===== config.mk =====
export PLATFORM = sky130hd
export DESIGN_NAME = asr_top
export DESIGN_NICKNAME = d
export VERILOG_FILES = /design/src/asr_notes_unused.sv /design/src/asr_pkg.sv /design/src/asr_filt_if.sv /design/src/asr_glitch_filter.sv /design/src/asr_top.sv
export SDC_FILE = /design/constraint.sdc
export NUM_CORES = 1
export LEC_CHECK = 0
export ABC_CLOCK_PERIOD_IN_PS = 3300
export BUFFER_PORTS_ARGS = -buffer_cell sky130_fd_sc_hd__buf_4
export CELL_PAD_IN_SITES_DETAIL_PLACEMENT = 1
export CELL_PAD_IN_SITES_GLOBAL_PLACEMENT = 1
export CORE_MARGIN = 10
export CORE_UTILIZATION = 40
export DETAILED_ROUTE_END_ITERATION = 8
export PLACE_DENSITY = 0.87
export SKIP_LAST_GASP = 1
export SLEW_MARGIN = 5
export SYNTH_ARGS = -nofsm -noshare
export SYNTH_HDL_FRONTEND = slang
export SYNTH_SLANG_ARGS = --single-unit

===== constraint.sdc =====
create_clock -name ref_clk_in -period 3.3 [get_ports ref_clk_in]
set_clock_uncertainty 0.15 [all_clocks]
set_input_delay 0.165 -clock ref_clk_in [delete_from_list [all_inputs] [get_ports ref_clk_in]]
set_output_delay 0.165 -clock ref_clk_in [all_outputs]
set_load 0.005 [all_outputs]

===== src/asr_notes_unused.sv =====
`timescale 1ns/1ps
`default_nettype none
`default_nettype wire


===== src/asr_pkg.sv =====
package asr_pkg;

    // Clock and timing
    localparam int unsigned CLK_PERIOD_NS   = 10;
    localparam int unsigned FILT_REJECT_NS  = 50;
    localparam int unsigned FILT_CYC        = (FILT_REJECT_NS + CLK_PERIOD_NS - 1) / CLK_PERIOD_NS;
    localparam int unsigned FLASH_INIT_NS   = 1000000;
    localparam int unsigned FLASH_INIT_CYC  = FLASH_INIT_NS / CLK_PERIOD_NS;
    localparam int unsigned EXT_TCL_MIN     = 3;
    localparam int unsigned EXT_TCL_MAX     = 8;
    localparam int unsigned FLASH_BLANK_CYC = 16;

    // Widths
    localparam int unsigned CFG_W   = 16;
    localparam int unsigned ADDR_W  = 24;
    localparam int unsigned DATA_W  = 16;

    // Values after reset and forced answers
    localparam logic [CFG_W-1:0]  CFG_RESET_VAL    = 16'hffff;
    localparam logic [ADDR_W-1:0] RESET_FETCH_ADDR = 24'h000000;
    localparam logic [DATA_W-1:0] FLASH_BLANK_VAL  = 16'hffff;
    localparam logic [DATA_W-1:0] FLASH_BUSY_VAL   = 16'h009b;

    // Sequencer states
    typedef enum logic [1:0] {
        ASR_RUN        = 2'b00,
        ASR_RESET      = 2'b01,
        ASR_HOLD_FLASH = 2'b10,
        ASR_HOLD_EXT   = 2'b11
    } asr_state_e;

endpackage : asr_pkg


===== src/asr_filt_if.sv =====
`timescale 1ns/1ps
`default_nettype none

interface asr_filt_if;
    logic raw_low;
    logic filt_low;

    modport filter (input raw_low, output filt_low);
    modport user   (output raw_low, input filt_low);
endinterface : asr_filt_if

`default_nettype wire


===== src/asr_glitch_filter.sv =====
`timescale 1ns/1ps
`default_nettype none

module asr_glitch_filter #(
    parameter int unsigned STABLE_CYC = asr_pkg::FILT_CYC
) (
    // Clock and reset
    input  wire logic     ref_clk_in,
    input  wire logic     rst_in,
    // Levels
    asr_filt_if.filter    filt
);
    import asr_pkg::*;

    localparam int unsigned CW = $clog2(STABLE_CYC + 1);

    logic [CW-1:0] cnt_q;
    logic          filt_q;
    wire logic     differs = filt.raw_low != filt_q;
    wire logic     settled = cnt_q == CW'(STABLE_CYC - 1);

    // Reset state asserts the request so nothing runs before the pin is seen high
    always_ff @(posedge ref_clk_in or posedge rst_in) begin
        if (rst_in) begin
            cnt_q  <= '0;
            filt_q <= 1'b1;
        end else if (!differs) begin
            cnt_q  <= '0;
        end else if (settled) begin
            cnt_q  <= '0;
            filt_q <= filt.raw_low;
        end else begin
            cnt_q  <= cnt_q + CW'(1);
        end
    end

    assign filt.filt_low = filt_q;

endmodule : asr_glitch_filter

`default_nettype wire


===== src/asr_top.sv =====
`timescale 1ns/1ps
`default_nettype none

module asr_top #(
    parameter int unsigned FLASH_INIT_CYC  = asr_pkg::FLASH_INIT_CYC,
    parameter int unsigned EXT_RELEASE_TCL = asr_pkg::EXT_TCL_MAX,
    parameter int unsigned FLASH_BLANK_CYC = asr_pkg::FLASH_BLANK_CYC
) (
    // Clock and reset
    input  wire logic                       ref_clk_in,
    input  wire logic                       rst_in,
    // Reset pins
    input  wire logic                       ext_reset_request_n_in,
    input  wire logic                       reset_mode_select_in,
    input  wire logic                       external_boot_select_n_in,
    output logic                            reset_indicator_out_n,
    // Configuration port
    input  wire logic [asr_pkg::CFG_W-1:0]  config_port_in,
    output logic                            config_pullup_out,
    output logic [asr_pkg::CFG_W-1:0]       config_out,
    // Core control
    input  wire logic                       flash_init_done_in,
    output logic                            core_reset_out,
    output logic                            hold_cancel_out,
    output logic                            bus_abort_out,
    output logic                            pin_drive_en_out,
    output logic                            fetch_start_out,
    output logic [asr_pkg::ADDR_W-1:0]      fetch_addr_out,
    // External bus strobes
    input  wire logic                       core_ale_in,
    input  wire logic                       core_rd_n_in,
    input  wire logic                       core_write_strobe_n_in,
    output logic                            ale_out,
    output logic                            rd_n_out,
    output logic                            write_strobe_n_out,
    // Flash read path
    input  wire logic [asr_pkg::DATA_W-1:0] flash_raw_data_in,
    output logic [asr_pkg::DATA_W-1:0]      flash_rd_data_out,
    output logic                            flash_ready_out
);
    import asr_pkg::*;

    localparam int unsigned ICW = $clog2(FLASH_INIT_CYC + 1);
    localparam int unsigned TCW = $clog2(EXT_RELEASE_TCL + 1);

    ////////////////////////////////////////////////////////////////////////////
    // Pin synchronisers
    logic [1:0]       req_sync_q;
    logic [1:0]       mode_sync_q;
    logic [1:0]       boot_sync_q;
    logic [CFG_W-1:0] cfg_meta_q;
    logic [CFG_W-1:0] cfg_sync_q;

    always_ff @(posedge ref_clk_in or posedge rst_in) begin
        if (rst_in) begin
            req_sync_q  <= 2'b00;
            mode_sync_q <= 2'b00;
            boot_sync_q <= 2'b11;
            cfg_meta_q  <= CFG_RESET_VAL;
            cfg_sync_q  <= CFG_RESET_VAL;
        end else begin
            req_sync_q  <= {req_sync_q[0], ext_reset_request_n_in};
            mode_sync_q <= {mode_sync_q[0], reset_mode_select_in};
            boot_sync_q <= {boot_sync_q[0], external_boot_select_n_in};
            cfg_meta_q  <= config_port_in;
            cfg_sync_q  <= cfg_meta_q;
        end
    end

    ////////////////////////////////////////////////////////////////////////////
    // Request filter
    asr_filt_if filt_bus ();

    assign filt_bus.raw_low = ~req_sync_q[1];

    asr_glitch_filter #(
        .STABLE_CYC (FILT_CYC)
    ) u_filter (
        .ref_clk_in (ref_clk_in),
        .rst_in     (rst_in),
        .filt       (filt_bus)
    );

    wire logic req_low   = filt_bus.filt_low;
    // Evaluated every cycle, so a mode select that falls mid-request still counts
    wire logic async_req = req_low & ~mode_sync_q[1];

    ////////////////////////////////////////////////////////////////////////////
    // Sequencer
    asr_state_e       state_q;
    asr_state_e       state_d;
    logic             boot_ext_q;
    logic             flash_ready_q;
    logic [ICW-1:0]   init_cnt_q;
    logic [TCW-1:0]   tcl_cnt_q;
    logic [CFG_W-1:0] config_q;
    logic             fetch_start_q;

    wire logic in_reset    = state_q == ASR_RESET;
    wire logic init_expire = init_cnt_q == ICW'(FLASH_INIT_CYC - 1);
    wire logic flash_done  = flash_init_done_in | init_expire;
    wire logic tcl_done    = tcl_cnt_q == TCW'(EXT_RELEASE_TCL - 1);
    wire logic leaving     = (state_q != ASR_RUN) && (state_d == ASR_RUN);

    always_comb begin
        state_d = state_q;
        unique case (state_q)
            ASR_RUN: begin
                if (async_req) begin
                    state_d = ASR_RESET;
                end
            end
            ASR_RESET: begin
                if (!req_low) begin
                    state_d = boot_ext_q ? ASR_HOLD_EXT : ASR_HOLD_FLASH;
                end
            end
            ASR_HOLD_FLASH: begin
                if (req_low) begin
                    state_d = ASR_RESET;
                end else if (flash_ready_q || flash_done) begin
                    state_d = ASR_RUN;
                end
            end
            ASR_HOLD_EXT: begin
                if (req_low) begin
                    state_d = ASR_RESET;
                end else if (tcl_done) begin
                    state_d = ASR_RUN;
                end
            end
        endcase
    end

    // Clockless power-on is covered by rst_in; the pin path needs the clock to filter spikes
    always_ff @(posedge ref_clk_in or posedge rst_in) begin
        if (rst_in) begin
            state_q <= ASR_RESET;
        end else begin
            state_q <= state_d;
        end
    end

    // Boot source is taken from the pin while reset is held
    always_ff @(posedge ref_clk_in or posedge rst_in) begin
        if (rst_in) begin
            boot_ext_q <= 1'b0;
        end else if (in_reset) begin
            boot_ext_q <= ~boot_sync_q[1];
        end
    end

    // Flash init runs from request release, also behind an external boot
    always_ff @(posedge ref_clk_in or posedge rst_in) begin
        if (rst_in) begin
            init_cnt_q    <= '0;
            flash_ready_q <= 1'b0;
        end else if (in_reset) begin
            init_cnt_q    <= '0;
            flash_ready_q <= 1'b0;
        end else if (!flash_ready_q) begin
            init_cnt_q    <= init_cnt_q + ICW'(1);
            flash_ready_q <= flash_done;
        end
    end

    always_ff @(posedge ref_clk_in or posedge rst_in) begin
        if (rst_in) begin
            tcl_cnt_q <= '0;
        end else if (state_q == ASR_HOLD_EXT) begin
            tcl_cnt_q <= tcl_cnt_q + TCW'(1);
        end else begin
            tcl_cnt_q <= '0;
        end
    end

    always_ff @(posedge ref_clk_in or posedge rst_in) begin
        if (rst_in) begin
            config_q      <= CFG_RESET_VAL;
            fetch_start_q <= 1'b0;
        end else begin
            fetch_start_q <= leaving;
            if (leaving) begin
                config_q <= cfg_sync_q;
            end
        end
    end

    ////////////////////////////////////////////////////////////////////////////
    // Outputs
    assign reset_indicator_out_n = ~in_reset;
    assign hold_cancel_out       = in_reset;
    assign bus_abort_out         = in_reset;
    assign pin_drive_en_out      = ~in_reset;
    assign config_pullup_out     = in_reset;
    assign core_reset_out        = state_q != ASR_RUN;
    assign config_out            = config_q;
    assign fetch_start_out       = fetch_start_q;
    assign fetch_addr_out        = RESET_FETCH_ADDR;

    // Strobes idle whenever the core is held, so the first cycle after exit is clean
    assign ale_out               = core_reset_out ? 1'b0 : core_ale_in;
    assign rd_n_out              = core_reset_out ? 1'b1 : core_rd_n_in;
    assign write_strobe_n_out    = core_reset_out ? 1'b1 : core_write_strobe_n_in;

    wire logic blank_phase = init_cnt_q < ICW'(FLASH_BLANK_CYC);
    wire logic [DATA_W-1:0] busy_data = blank_phase ? FLASH_BLANK_VAL : FLASH_BUSY_VAL;

    assign flash_ready_out   = flash_ready_q;
    assign flash_rd_data_out = flash_ready_q ? flash_raw_data_in : busy_data;

endmodule : asr_top

`default_nettype wire


== Yosys cells after proc, flatten, opt, wreduce, memory -nomap -nowiden ==
Cells that the tools add are included.
W data, S select, Z words.
Storage, ports and cells
  flip-flop bits (word level): 84
  logic and storage cells: 58
  output and inout bits: 67
  bits of input ports: 41
Cells by class
  multiplexer cells: 20
  add/sub/neg operators: 3
  bitwise gates (word level): 6
  reduce and logical (&&, ||, !) cells: 6
  equality and inequality tests: 8
  $lt $le $gt $ge: 1
Operators by type and width (number)
  $mux W17: 2
  $mux W16: 2
  $add A17 B1 Y17 const B: 1
  $eq A17 B17 Y1 const B: 1
  $lt A17 B5 Y1 const B: 1
  $mux W2: 6
  $pmux W2 S4: 1
  $mux W1: 6
  $mux W3: 2
  $add A4 B1 Y4 const B: 1
  $eq A2 B2 Y1 const B: 2
  $eq A4 B3 Y1 const B: 1
  $logic_not A2 Y1: 2
  $mux W4: 1
  $not A1 Y1: 4
  $add A3 B1 Y3 const B: 1
  $eq A3 B3 Y1 const B: 1
  $eq A2 B1 Y1 const B: 1
  $ne A2 B1 Y1 const B: 1
  $reduce_and A2 Y1: 1
  $reduce_bool A2 Y1: 1
  $and A1 B1 Y1: 1
  $logic_and A1 B1 Y1: 1
  $logic_or A1 B1 Y1: 1
  2 further kinds: 2

== Depth between registers and ports, before layout ==
Gate-level depths: netlist of the first run.
  word-level depth: 8
  depth in mapped cells: 6
  depth with buffers taken out: 5

== Modules after synthesis ==
From an unflattened synthesis of the first run, not the netlist that was laid out.
Unflattened totals
  cells, all modules: 283
  area, all modules: 3508.4 um2
By module, submodules not included
  asr_top: instances 1, sequential area each 2065.7 um2, area an instance 3313.2 um2, cells an instance 266
  asr_glitch_filter: instances 1, sequential area each 101.3 um2, area an instance 195.2 um2, cells an instance 17

== Worst setup path before layout of the first run ==
Ideal clock, no wire load.
  kind: reg-to-reg
  start: reg init_cnt_q[0]
  end: reg config_q[0], in the netlist config_out[0]
  path buffers: 1
  stages on the path, launching flop included: 7
  arrival: 1945 ps
  path slack: 1123 ps
  data required time: 3068 ps
  clock period less this slack: 2177 ps
  library setup time: 82 ps
  path through: dfrtp_1 > ha_1 > nand4_1 > or3_4 > o41ai_4 > buf_6 > mux2_4
Between the ends
  word-level cells in the longest chain between the ends: 8
RTL lines
  from (decl): line asr_top.sv:94  | logic [ICW-1:0] init_cnt_q;
  from (signal assigned): line asr_top.sv:162  | init_cnt_q <= init_cnt_q + ICW'(1);
  $eq A17 B17 Y1: line asr_top.sv:100  | wire logic init_expire = init_cnt_q == ICW'(FLASH_INIT_CYC - 1);
  $or A1 B1 Y1: line asr_top.sv:101  | wire logic flash_done = flash_init_done_in | init_expire;
  $logic_or A1 B1 Y1: line asr_top.sv:121  | end else if (flash_ready_q || flash_done) begin
  $mux W2: line asr_top.sv:121
  $mux W2: line asr_top.sv:119  | if (req_low) begin
  $pmux W2 S4: line asr_top.sv:107  | unique case (state_q)
  $logic_not A2 Y1: line asr_top.sv:103  | wire logic leaving = (state_q != ASR_RUN) && (state_d == ASR_RUN);
  $logic_and A1 B1 Y1: line asr_top.sv:103
  net leaving: line asr_top.sv:103
  to (signal assigned): line asr_top.sv:184  | config_q <= cfg_sync_q;
  to (decl): line asr_top.sv:96  | logic [CFG_W-1:0] config_q;
The timed path passes the listed nets, and every way through them passes these cells.
A chain may end at the register's enable or synchronous reset.

== Worst setup path in the final report of the first run ==
  start: reg flash_ready_q, in the netlist flash_ready_out
  end: reg init_cnt_q[14]
Between the ends
  word-level cells in the longest chain between the ends: 1
RTL lines
  from (decl): line asr_top.sv:93  | logic flash_ready_q;
  from (signal assigned): line asr_top.sv:163  | flash_ready_q <= flash_done;
  $ne A2 B1 Y1 (no line)
Every way passes these cells.

==> results of run 1 <==
Yosys cell counts, types with 2 or more instances:
| cell | number | share of area, % |
|---|---|---|
| dfstp_2 | 52 | 39 |
| a31oi_1 | 3 | 0.53 |
| a21oi_1 | 8 | 1.1 |
| or2_2 | 2 | 0.35 |
| mux2_4 | 9 | 3.8 |
| buf_4 | 27 | 5.7 |
| and3_1 | 3 | 0.53 |
| ha_1 | 4 | 1.4 |
| nand2_1 | 33 | 3.5 |
| clkbuf_1 | 7 | 0.74 |
| inv_1 | 8 | 0.85 |
| mux2i_1 | 2 | 0.57 |
| o21ai_0 | 4 | 0.57 |
| nand4_1 | 2 | 0.35 |
| xor2_1 | 6 | 1.5 |
| nor3_1 | 4 | 0.57 |
| xnor2_1 | 7 | 1.7 |
| nor4_1 | 3 | 0.53 |
| nor2_1 | 24 | 2.6 |
| nand3b_1 | 2 | 0.43 |
| nand3_1 | 5 | 0.71 |
| a31o_2 | 3 | 0.74 |
| nand2b_1 | 7 | 1.2 |
| mux2_2 | 7 | 2.2 |
| dfrtp_1 | 32 | 23 |
| or3_1 | 3 | 0.53 |
area by class of cell:
type,instances,share of cell area [%]
multi-input cells,183,25.7
inverters,9,0.769
clock buffers,11,3.10
well taps,108,2.97
flip-flops and latches,84,47.6
repair buffers,106,18.6
clock inverters,5,1.29
per-stage QoR:
step	setup WS (ns)	cells
global route	0.452	506
detailed placement	0.833	469
floorplan	0.906	312
global placement	0.969	469
finish	0.682	506
CTS	0.732	506
placed cells by master (no fill, tap or decap), types with 8 or more instances in the layout:
cell type,count
buf_4,85
dfstp_2,52
nand2_1,33
dfrtp_1,32
nor2_1,24
conb_1,24
dlygate4sd3_1,21
clkbuf_8,10
mux2_4,9
a21oi_1,8
sequential cells by signal, summed over array words and instances (netlist names), 3 cells and up:
name and count:
cfg_meta_q 16, cfg_sync_q 16, config_out 16, init_cnt_q 17
tcl_cnt_q 4, u_filter.cnt_q 3
worst register-to-register path, cell delays in order (launching register included):
cell      delay [ns]
dfrtp_1         0.66
nand3b_1        0.38
nor4_1          0.84
a21oi_1         0.21
a31o_2          0.27
logic make-up (layout without fill, tap and decap cells):
logic type,Yosys count,in the layout,synth area share (%)
xor gates and xnor gates,13,13,3.23
DFF,84,84,61.4
muxes,18,18,6.63
buffers and inverters,45,131,7.87
and+or+nand+nor,100,100,14.3
AOI/OAI and AO/OA,24,24,5.07
adders and majority gates,4,4,1.42
other,1,24,0.106
metal layers:
layer,vias to the layer above,GRT usage (%),share of wire [%]
li1,1121,-,-
met3,12,5.56,8.0
met5,-,0,0
met2,80,24.2,53
met1,1214,14.3,38
met4,0,3.84,1.1
worst max-delay path by stage:
| stage | start | end | cells after the start |
|---|---|---|---|
| global route | flash_ready_out | init_cnt_q[14] | 4 |
| CTS | state_q[1] | hold_cancel_out | 3 |
| global placement | flash_ready_out | init_cnt_q[12] | 4 |
| floorplan | rst_in | boot_ext_q | 1 |
| finish | flash_ready_out | init_cnt_q[14] | 4 |
| detailed placement | flash_ready_out | init_cnt_q[14] | 4 |
power by group through the flow:
stage | logic [µW] | registers (µW) | clock network (µW)
detailed placement | 1110 | 1530 | 0
floorplan | 649 | 1440 | 0
global route | 1250 | 1560 | 824
global placement | 1060 | 1520 | 0
finish | 1120 | 1520 | 756
CTS | 1140 | 1520 | 769
==> metrics.md, run 1 <==
| Metric | Value |
|---|---|
| Crit-path cells | `nand3b_1, nor4_1, a21oi_1, a31o_2` |
| Post-DRT Antenna Nets | `0` |
| Net Sw Power | `1080 µW` |
| Slowest stage cell, crit path | `nor4_1` |
| Postcts setup bufs | `0` |
| Yosys reg bits | `84` |
| Leak Pwr | `0.00215 µW` |
| Total power | `3400 µW` |
| Pin count of the biggest net entering global routing | `65` |
| Critical path class | `reg2reg` |
| First-pass GRT wire length | `14100 µm` |
| DRC Markers | `0` |
| GPL Wtd Cong | `0.785` |
| Die area | `13000 µm²` |
| Placed inst area | `4150 µm²` |
| Post-CTS Resized | `0` |
| Power density over the cells | `745 nW/µm²` |
| Max cap viols | `0` |
| Final net count | `438` |
| Fmax | `0.382 GHz` |
| Tcrit/Tclk final | `79.3%` |
| Worst VDD drop | `0.000412 V` |
| Overflow after GRT | `0` |
| Sw frac | `31.8%` |
| Top_reg_cell synth | `dfstp_2` |
| Clk_lat worst skew | `0.35 ns` |
| Register area share after synthesis | `61.4%` |
| CTS Buf Count | `9` |
| Number of flops mapped to enable cells by yosys | `0` |
| Die height | `114 µm` |
| Vias in the first global route | `2697` |
| CP Launch Type | `flip-flop` |
| Slew @ Worst Pin | `1.09 ns` |
| Vias per inst | `4.80` |
| Row count | `34` |
| Ant. Diodes | `0` |
| FILL cells | `918` |
| Cell area after synthesis | `3530 µm²` |
| Maximum fanout along the worst path | `25` |
| R2r startpoint | `flash_ready_out` |
| Pre-antenna DRT Iters | `4` |
| Power Internal | `2320 µW` |
| Distinct cells, synth | `48` |
| CTS tree | `yes` |
| Clock power frac | `22.3%` |
| Part of the power in registers | `44.8%` |
| Share of cells above drive strength 1 | `45.7%` |
| Via count | `2427` |
| Count of final setup violators | `0` |
| Buffers on Ports | `83` |
| HP Start | `req_sync_q[0]` |
| Iteration-0 DRC count of the detailed router | `120` |
| Combinational fraction of design power | `32.9%` |
| Initial Utilization | `40.9%` |
| Worst-case hold slack | `0.200 ns` |
| Critical Path Sink Type | `flip-flop` |
| Sink Count | `84` |
| Req. time, crit path | `3.39 ns` |
| Total track usage | `13.6%` |
| Final instance area | `4560 µm²` |
| Status | `complete, no violations` |
| Bufs and invs on worst path | `0` |
| Hold-fix buffers, CTS | `21` |
| Yosys warnings | `0` |
| Synth Instances | `289` |
| Multi-input logic area | `1170 µm²` |
| Crit-path max cell delay | `0.84 ns` |
| Area growth syn-to-layout | `29.1%` |
| Final hold vios | `0` |
| Critical Path AT | `2.71 ns` |
| Reg-to-reg setup timing slack | `0.68 ns` |
| Core area | `8640 µm²` |
| Htree depth | `3` |
| Worst hold path type | `reg2reg` |
| Clk buf depth | `2` |
| Storage element area | `2170 µm²` |
| Ports | `108` |
| Initial antenna violation count | `0` |
| Delay-heaviest family, CP | `simple AND/OR/NAND/NOR gates` |
| Die Span X | `114 µm` |
| Worst reg2reg endpoint | `init_cnt_q[14]` |
| Detailed Place HPWL | `6000 µm` |
| Synthesized area per cell | `12.2 µm²` |
| Fin crit period | `2.62 ns` |
| Post-DR wirelength/cell | `17.3 µm` |
| Slew Viols, Final | `0` |
| Hold Path Cell Cnt | `0` |
| RSZ-0062 raised after global routing | `false` |
| Hold EP | `req_sync_q[1]` |
| Clock root cell | `clkbuf_8` |
| Final TNS setup | `0 ns` |
| R2r worst-path depth | `4` |
| Routed Wire Length | `8750 µm` |
| Relative slew slack | `27.6%` |
| Clk slew on worst S/H paths | `0.09 ns` |
| Util after Layout | `52.8%` |
| Ys async rst share | `100%` |
Power figures use the tool's default switching activity.
==> run 2: changes to the inputs <==
- ABC_AREA: default -> 1
- ABC_CLOCK_PERIOD_IN_PS: 3300 -> 2500
- CORE_UTILIZATION: 40 -> 38
- PLACE_DENSITY: 0.87 -> 0.86
- clock period: 3.3 -> 2.5 ns (I/O delays scaled with it)
==> run 2 against run 1 <==
Compared with the run above: synthesized cell count grew 25%; sequential power increased by 23%; die area up 5.0%; utilization down 3.0 points; register-to-register slack worse by 0.25 ns; non-clock buffer count up 1; cell area grew 0.36%; worst setup slack worse by 0.41 ns.
==> metrics.md, run 2 <==
| Metric | Value |
|---|---|
| Status | `complete, no violations` |
| Routed Wire Length | `9190 µm` |
| Synth area leader | `dfstp_2` |
| Count of final setup violators | `0` |
| Final Non-Filler Cells | `583` |
| Core area | `9200 µm²` |
| Sink Count | `84` |
| Final worst setup slack | `0.272 ns` |
| Initial antenna violation count | `0` |
| Met2 Wirelength | `4940 µm` |
| Max reg flops | `17` |
| Inst Count DP | `546` |
| Top_reg_cell synth | `dfstp_2` |
| Worst hold path type | `reg2reg` |
| First-pass GRT wire length | `14900 µm` |
| Buffers on Ports | `83` |
| Relative slew slack | `61.5%` |
| Critical Path Sink Type | `output pin` |
| Yosys reg bits | `84` |
| Total track usage | `13.9%` |
| Synthesized area per cell | `9.88 µm²` |
| Detailed Place HPWL | `6850 µm` |
| Final net count | `512` |
| Setup crit end | `flash_rd_data_out[15]` |
| Power density over the cells | `920 nW/µm²` |
| Die area | `13600 µm²` |
| GPL Wtd Cong | `0.862` |
| Slew @ Worst Pin | `0.577 ns` |
| Most frequent cells in the layout | `nand2_1 (91), buf_4 (85), dfstp_2 (52), dfrtp_1 (32)` |
| Fin crit period | `2.23 ns` |
| Clk buf depth | `2` |
| Uppermost layer routed | `met4` |
| Cell area after synthesis | `3560 µm²` |
| R2r startpoint | `init_cnt_q[0]` |
| Worst reg2reg endpoint | `config_out[12]` |
| Yosys warnings | `0` |
| Most numerous cell in the Yosys netlist | `nand2_1` |
| Clk slew on worst S/H paths | `0.09 ns` |
| Worst VDD drop | `0.000290 V` |
| CTS tree | `yes` |
| DRC Markers | `0` |
| Iteration-0 DRC count of the detailed router | `100` |
| Post-DR wirelength/cell | `15.8 µm` |
| Htree depth | `3` |
| Synth Instances | `360` |
| Clk_lat worst skew | `0.36 ns` |
| Vias in the first global route | `3028` |
| Ports | `108` |
| Req. time, crit path | `2.23 ns` |
| Reg-to-reg setup timing slack | `0.43 ns` |
| Final hold vios | `0` |
| Leak Pwr | `0.00230 µW` |
| Critical path class | `reg2out` |
| Via count | `2712` |
| Overflow after GRT | `0` |
| Main area contributors after synthesis | `dfstp_2 (38%), dfrtp_1 (23%), nand2_1 (9.6%)` |
| Util after Layout | `49.7%` |
| Number of flops mapped to enable cells by yosys | `0` |
| Met3 WL | `566 µm` |
| Most common cell after layout, fill and taps aside | `nand2_1` |
| Postcts setup bufs | `0` |
| Hold Path Cell Cnt | `0` |
| Post-DRT Antenna Nets | `0` |
| Row count | `35` |
| FILL cells | `1058` |
| Synth top area share | `38.4%` |
| M1 WL | `3560 µm` |
| Post-CTS Resized | `0` |
| Max cap viols | `0` |
| Tcrit/Tclk final | `89.1%` |
| Fmax | `0.449 GHz` |
| Slew Viols, Final | `0` |
| Top reg by flops | `init_cnt_q` |
| Worst Setup SP | `flash_ready_out` |
| Final TNS setup | `0 ns` |
| Clock root cell | `clkbuf_8` |
| Die height | `117 µm` |
| CP Launch Type | `flip-flop` |
| Critical Path AT | `1.95 ns` |
| Maximum fanout along the worst path | `11` |
| Register area share after synthesis | `60.9%` |
| Ant. Diodes | `0` |
| Distinct cells, synth | `32` |
| Area growth syn-to-layout | `28.6%` |
| Pin count of the biggest net entering global routing | `85` |
| Ys async rst share | `100%` |
| Hold-fix buffers, CTS | `21` |
| Initial Utilization | `38.7%` |
| Die Span X | `117 µm` |
| Vias per inst | `4.65` |
| R2r worst-path depth | `10` |
| RSZ-0062 raised after global routing | `false` |
| Placement Setup Slack | `0.421 ns` |
| Pre-antenna DRT Iters | `4` |
| Share of cells above drive strength 1 | `37.1%` |
| CTS Buf Count | `9` |
| Synth top cells by count | `nand2_1 (91), dfstp_2 (52), dfrtp_1 (32)` |
==> run 2: through the flow <==
| step | cell area [µm²] | hold WS, ns | total power [µW] |
|---|---|---|---|
| floorplan | 3640 | -0.0205 | 2690 |
| global placement | 4180 | 0.0838 | 3250 |
| CTS | 4570 | 0.205 | 4290 |
| finish | 4570 | 0.205 | 4210 |
| detailed placement | 4180 | 0.0849 | 3370 |
| global route | 4570 | 0.214 | 4540 |
==> run 2: routing by layer <==
layer	global-route usage, %	up-vias
met1	15.1	1336
met5	0	-
met2	25.2	78
met3	3.34	10
li1	-	1288
met4	5.52	0
==> run 2: how the worst min path moves through the flow <==
stage	startpoint	to	slack [ns]
global placement	config_port_in[6]	cfg_meta_q[6]	0.08
global route	cfg_meta_q[4]	cfg_sync_q[4]	0.21
CTS	cfg_meta_q[2]	cfg_sync_q[2]	0.21
finish	cfg_meta_q[2]	cfg_sync_q[2]	0.20
floorplan	external_boot_select_n_in	boot_sync_q[0]	-0.02
detailed placement	config_port_in[4]	cfg_meta_q[4]	0.08
==> run 2: critical path: stages, from the launching register on <==
cell	delay (ns)
dfrtp_1	0.42
clkinv_2	0.14
nand2_1	0.09
nor4_1	0.25
nand4_1	0.40
nand2_1	0.18
buf_4	0.13
==> run 2: cells by family after synthesis <==
kind of cell / Yosys count / synth area share [%]
fa+ha+maj: 4 / 1.41
flops: 84 / 60.9
compound gates: 25 / 3.84
xor+xnor: 4 / 0.985
buf+inv: 68 / 10.9
simple gates: 174 / 21.8
other cells: 1 / 0.105
==> run 2: layout make-up <==
type	instances	area, µm²	share of cell area [%]
flip-flops and latches	84	2170	47.4
multi-input cells	231	1090	23.7
clock inverters	7	58.8	1.29
well taps	111	139	3.04
clock buffers	9	124	2.71
inverters	34	130	2.85
repair buffers	107	868	19.0
==> run 2: where the power goes <==
part	internal, µW	switching (µW)	leakage [µW]
sequential	1710	159	0.000973
clock	372	513	0.0000864
combinational	673	780	0.00125
==> run 3: changes to the inputs <==
--- a/constraint.sdc
+++ b/constraint.sdc
@@ -3,3 +3,3 @@
 set_input_delay 0.125 -clock ref_clk_in [delete_from_list [all_inputs] [get_ports ref_clk_in]]
 set_output_delay 0.125 -clock ref_clk_in [all_outputs]
-set_load 0.005 [all_outputs]
+set_load 0.02 [all_outputs]
==> run 3 against run 2 <==
Compared with the run above: clock power rose by 3.5%; maximum frequency fell by 0.64%; die area did not move; utilization rose by 0.095 points; sequential power barely moved; flip-flop and latch count did not move; hold slack got worse by 0.0050 ns; sequential share of layout area fell by 0.090 points; register-to-register slack barely moved; final cell count did not move.
==> metrics.md, run 3 (synthesized netlist as in run 2, its figures left out) <==
| Metric | Value |
|---|---|
| Die height | `117 µm` |
| Clk slew on worst S/H paths | `0.10 ns` |
| Maximum fanout along the worst path | `11` |
| Power density over the cells | `1000 nW/µm²` |
| Pin count of the biggest net entering global routing | `45` |
| Share of cells above drive strength 1 | `37.1%` |
| Buffers on Ports | `83` |
| Relative slew slack | `53.6%` |
| Storage element area | `2170 µm²` |
| Vias per inst | `4.63` |
| Ports | `108` |
| Post-DRT Antenna Nets | `0` |
| Clock root cell | `clkbuf_8` |
| Clk buf depth | `2` |
| Leak Pwr | `0.00231 µW` |
| Crit-path max cell delay | `0.42 ns` |
| Critical Path Sink Type | `output pin` |
| CTS tree | `yes` |
| Top reg by flops | `init_cnt_q` |
| Detailed Place HPWL | `6700 µm` |
| Clock power frac | `19.9%` |
| Total power | `4600 µW` |
| Htree depth | `3` |
| Core area | `9200 µm²` |
| Ant. Diodes | `0` |
| Net Sw Power | `1810 µW` |
| First-pass GRT wire length | `14300 µm` |
| Critical Path AT | `1.97 ns` |
| Tcrit/Tclk final | `89.7%` |
| Die area | `13600 µm²` |
| Req. time, crit path | `2.23 ns` |
| Power Internal | `2780 µW` |
| RSZ-0062 raised after global routing | `false` |
| Max reg flops | `17` |
| Worst hold path type | `reg2reg` |
| FILL cells | `1073` |
| Final worst setup slack | `0.257 ns` |
| Fin crit period | `2.24 ns` |
| Area growth syn-to-layout | `28.9%` |
| Max cap viols | `0` |
| Delay-heaviest family, CP | `simple AND/OR/NAND/NOR gates` |
| Bufs and invs on worst path | `1` |
| Final net count | `512` |
| Most frequent cells in the layout | `nand2_1 (91), buf_4 (85), dfstp_2 (52), dfrtp_1 (32)` |
| Pre-antenna DRT Iters | `4` |
| Final TNS setup | `0 ns` |
| Most used cell, CP | `nand2_1` |
| Post-CTS Resized | `0` |
| DRC Markers | `0` |
| Multi-input logic area | `1090 µm²` |
| Clk_lat worst skew | `0.36 ns` |
| Count of final setup violators | `0` |
| Most common cell after layout, fill and taps aside | `nand2_1` |
| Slew @ Worst Pin | `0.696 ns` |
| Worst VDD drop | `0.000322 V` |
| Iteration-0 DRC count of the detailed router | `118` |
| Crit-path cells | `nor2_1, nand2_1, nor4_1, nand4_1, nand2_1, buf_4` |
| Sink Count | `84` |
| GPL Wtd Cong | `0.799` |
| Row count | `35` |
| Critical path class | `reg2out` |
| Fmax | `0.446 GHz` |
| Via count | `2702` |
| CTS Buf Count | `9` |
| Routed Wire Length | `8970 µm` |
| Slew Viols, Final | `0` |
| Final hold vios | `0` |
| Vias in the first global route | `2967` |
| Overflow after GRT | `0` |
| Post-DR wirelength/cell | `15.4 µm` |
| Total track usage | `13.2%` |
| Initial antenna violation count | `0` |
| Status | `complete, no violations` |
| CP Launch Type | `flip-flop` |
| Placement Setup Slack | `0.478 ns` |
| Part of the power in registers | `40.7%` |
| Slowest stage cell, crit path | `dfrtp_1` |
| Combinational fraction of design power | `39.4%` |
| Sw frac | `39.4%` |
| Die Span X | `117 µm` |
| Initial Utilization | `38.7%` |
==> run 3: area by class of cell <==
type	count	share of cell area, %
Clock inverter	7	1.47
Clock buffer	9	2.70
Sequential cell	84	47.3
Inverter	34	2.84
Multi-Input combinational cell	231	23.7
Tap cell	111	3.03
Timing Repair Buffer	107	19.0
==> run 3: layer usage <==
layer,global-route usage [%],wire [µm],up-vias
met4,4.45,146,0
li1,-,-,1289
met2,23.6,4660,73
met3,5.03,652,14
met5,0,0,-
met1,14.0,3520,1326
==> run 3: power by group through the flow <==
stage	registers [µW]	clock network, µW	logic, µW
6_report	1870	916	1810
5_1_grt	1900	1010	2000
4_1_cts	1870	950	1850
3_5_place_dp	1900	0	1820
3_3_place_gp	1880	0	1740
2_1_floorplan	2020	0	1030
==> run 3: repair_timing <==
item | CTS | global route
hold buffers | 21 | 0
buffers inserted | 0 | 0
endpoints found under the hold margin | 21 | 0
==> run 3: stage by stage <==
stage	utilization [%]	cell area, µm²	std cells	hold slack [ns]
3_3_place_gp	45.5	4180	546	0.0839
5_1_grt	49.8	4580	583	0.203
4_1_cts	49.8	4580	583	0.196
2_1_floorplan	-	3640	383	-0.0205
3_5_place_dp	45.5	4180	546	0.0843
6_report	49.8	4580	583	0.200
==> run 3: worst register-to-register path, cell delays in order, from the launching register on <==
cell,delay (ns)
dfrtp_1,0.41
ha_1,0.22
inv_1,0.06
nor2_1,0.14
nand3_1,0.13
nand3_1,0.09
nand2_1,0.06
nand2_2,0.31
nand2_4,0.22
nand2_1,0.12
nand2_1,0.07
==> run 3: final timing paths <==
kind                            cells past startpoint           start                     to  slack, ns
worst max-delay path                                6  init_cnt_q[13]  flash_rd_data_out[10]       0.26
worst min register to register                      0   cfg_meta_q[5]          cfg_sync_q[5]       0.20
worst min-delay path                                0   cfg_meta_q[5]          cfg_sync_q[5]       0.20
worst max register to register                     10   init_cnt_q[0]          config_out[6]       0.43
min in group asynchronous                           3          rst_in        fetch_start_out       0.27
max in group asynchronous                           4          rst_in          cfg_meta_q[7]       1.21
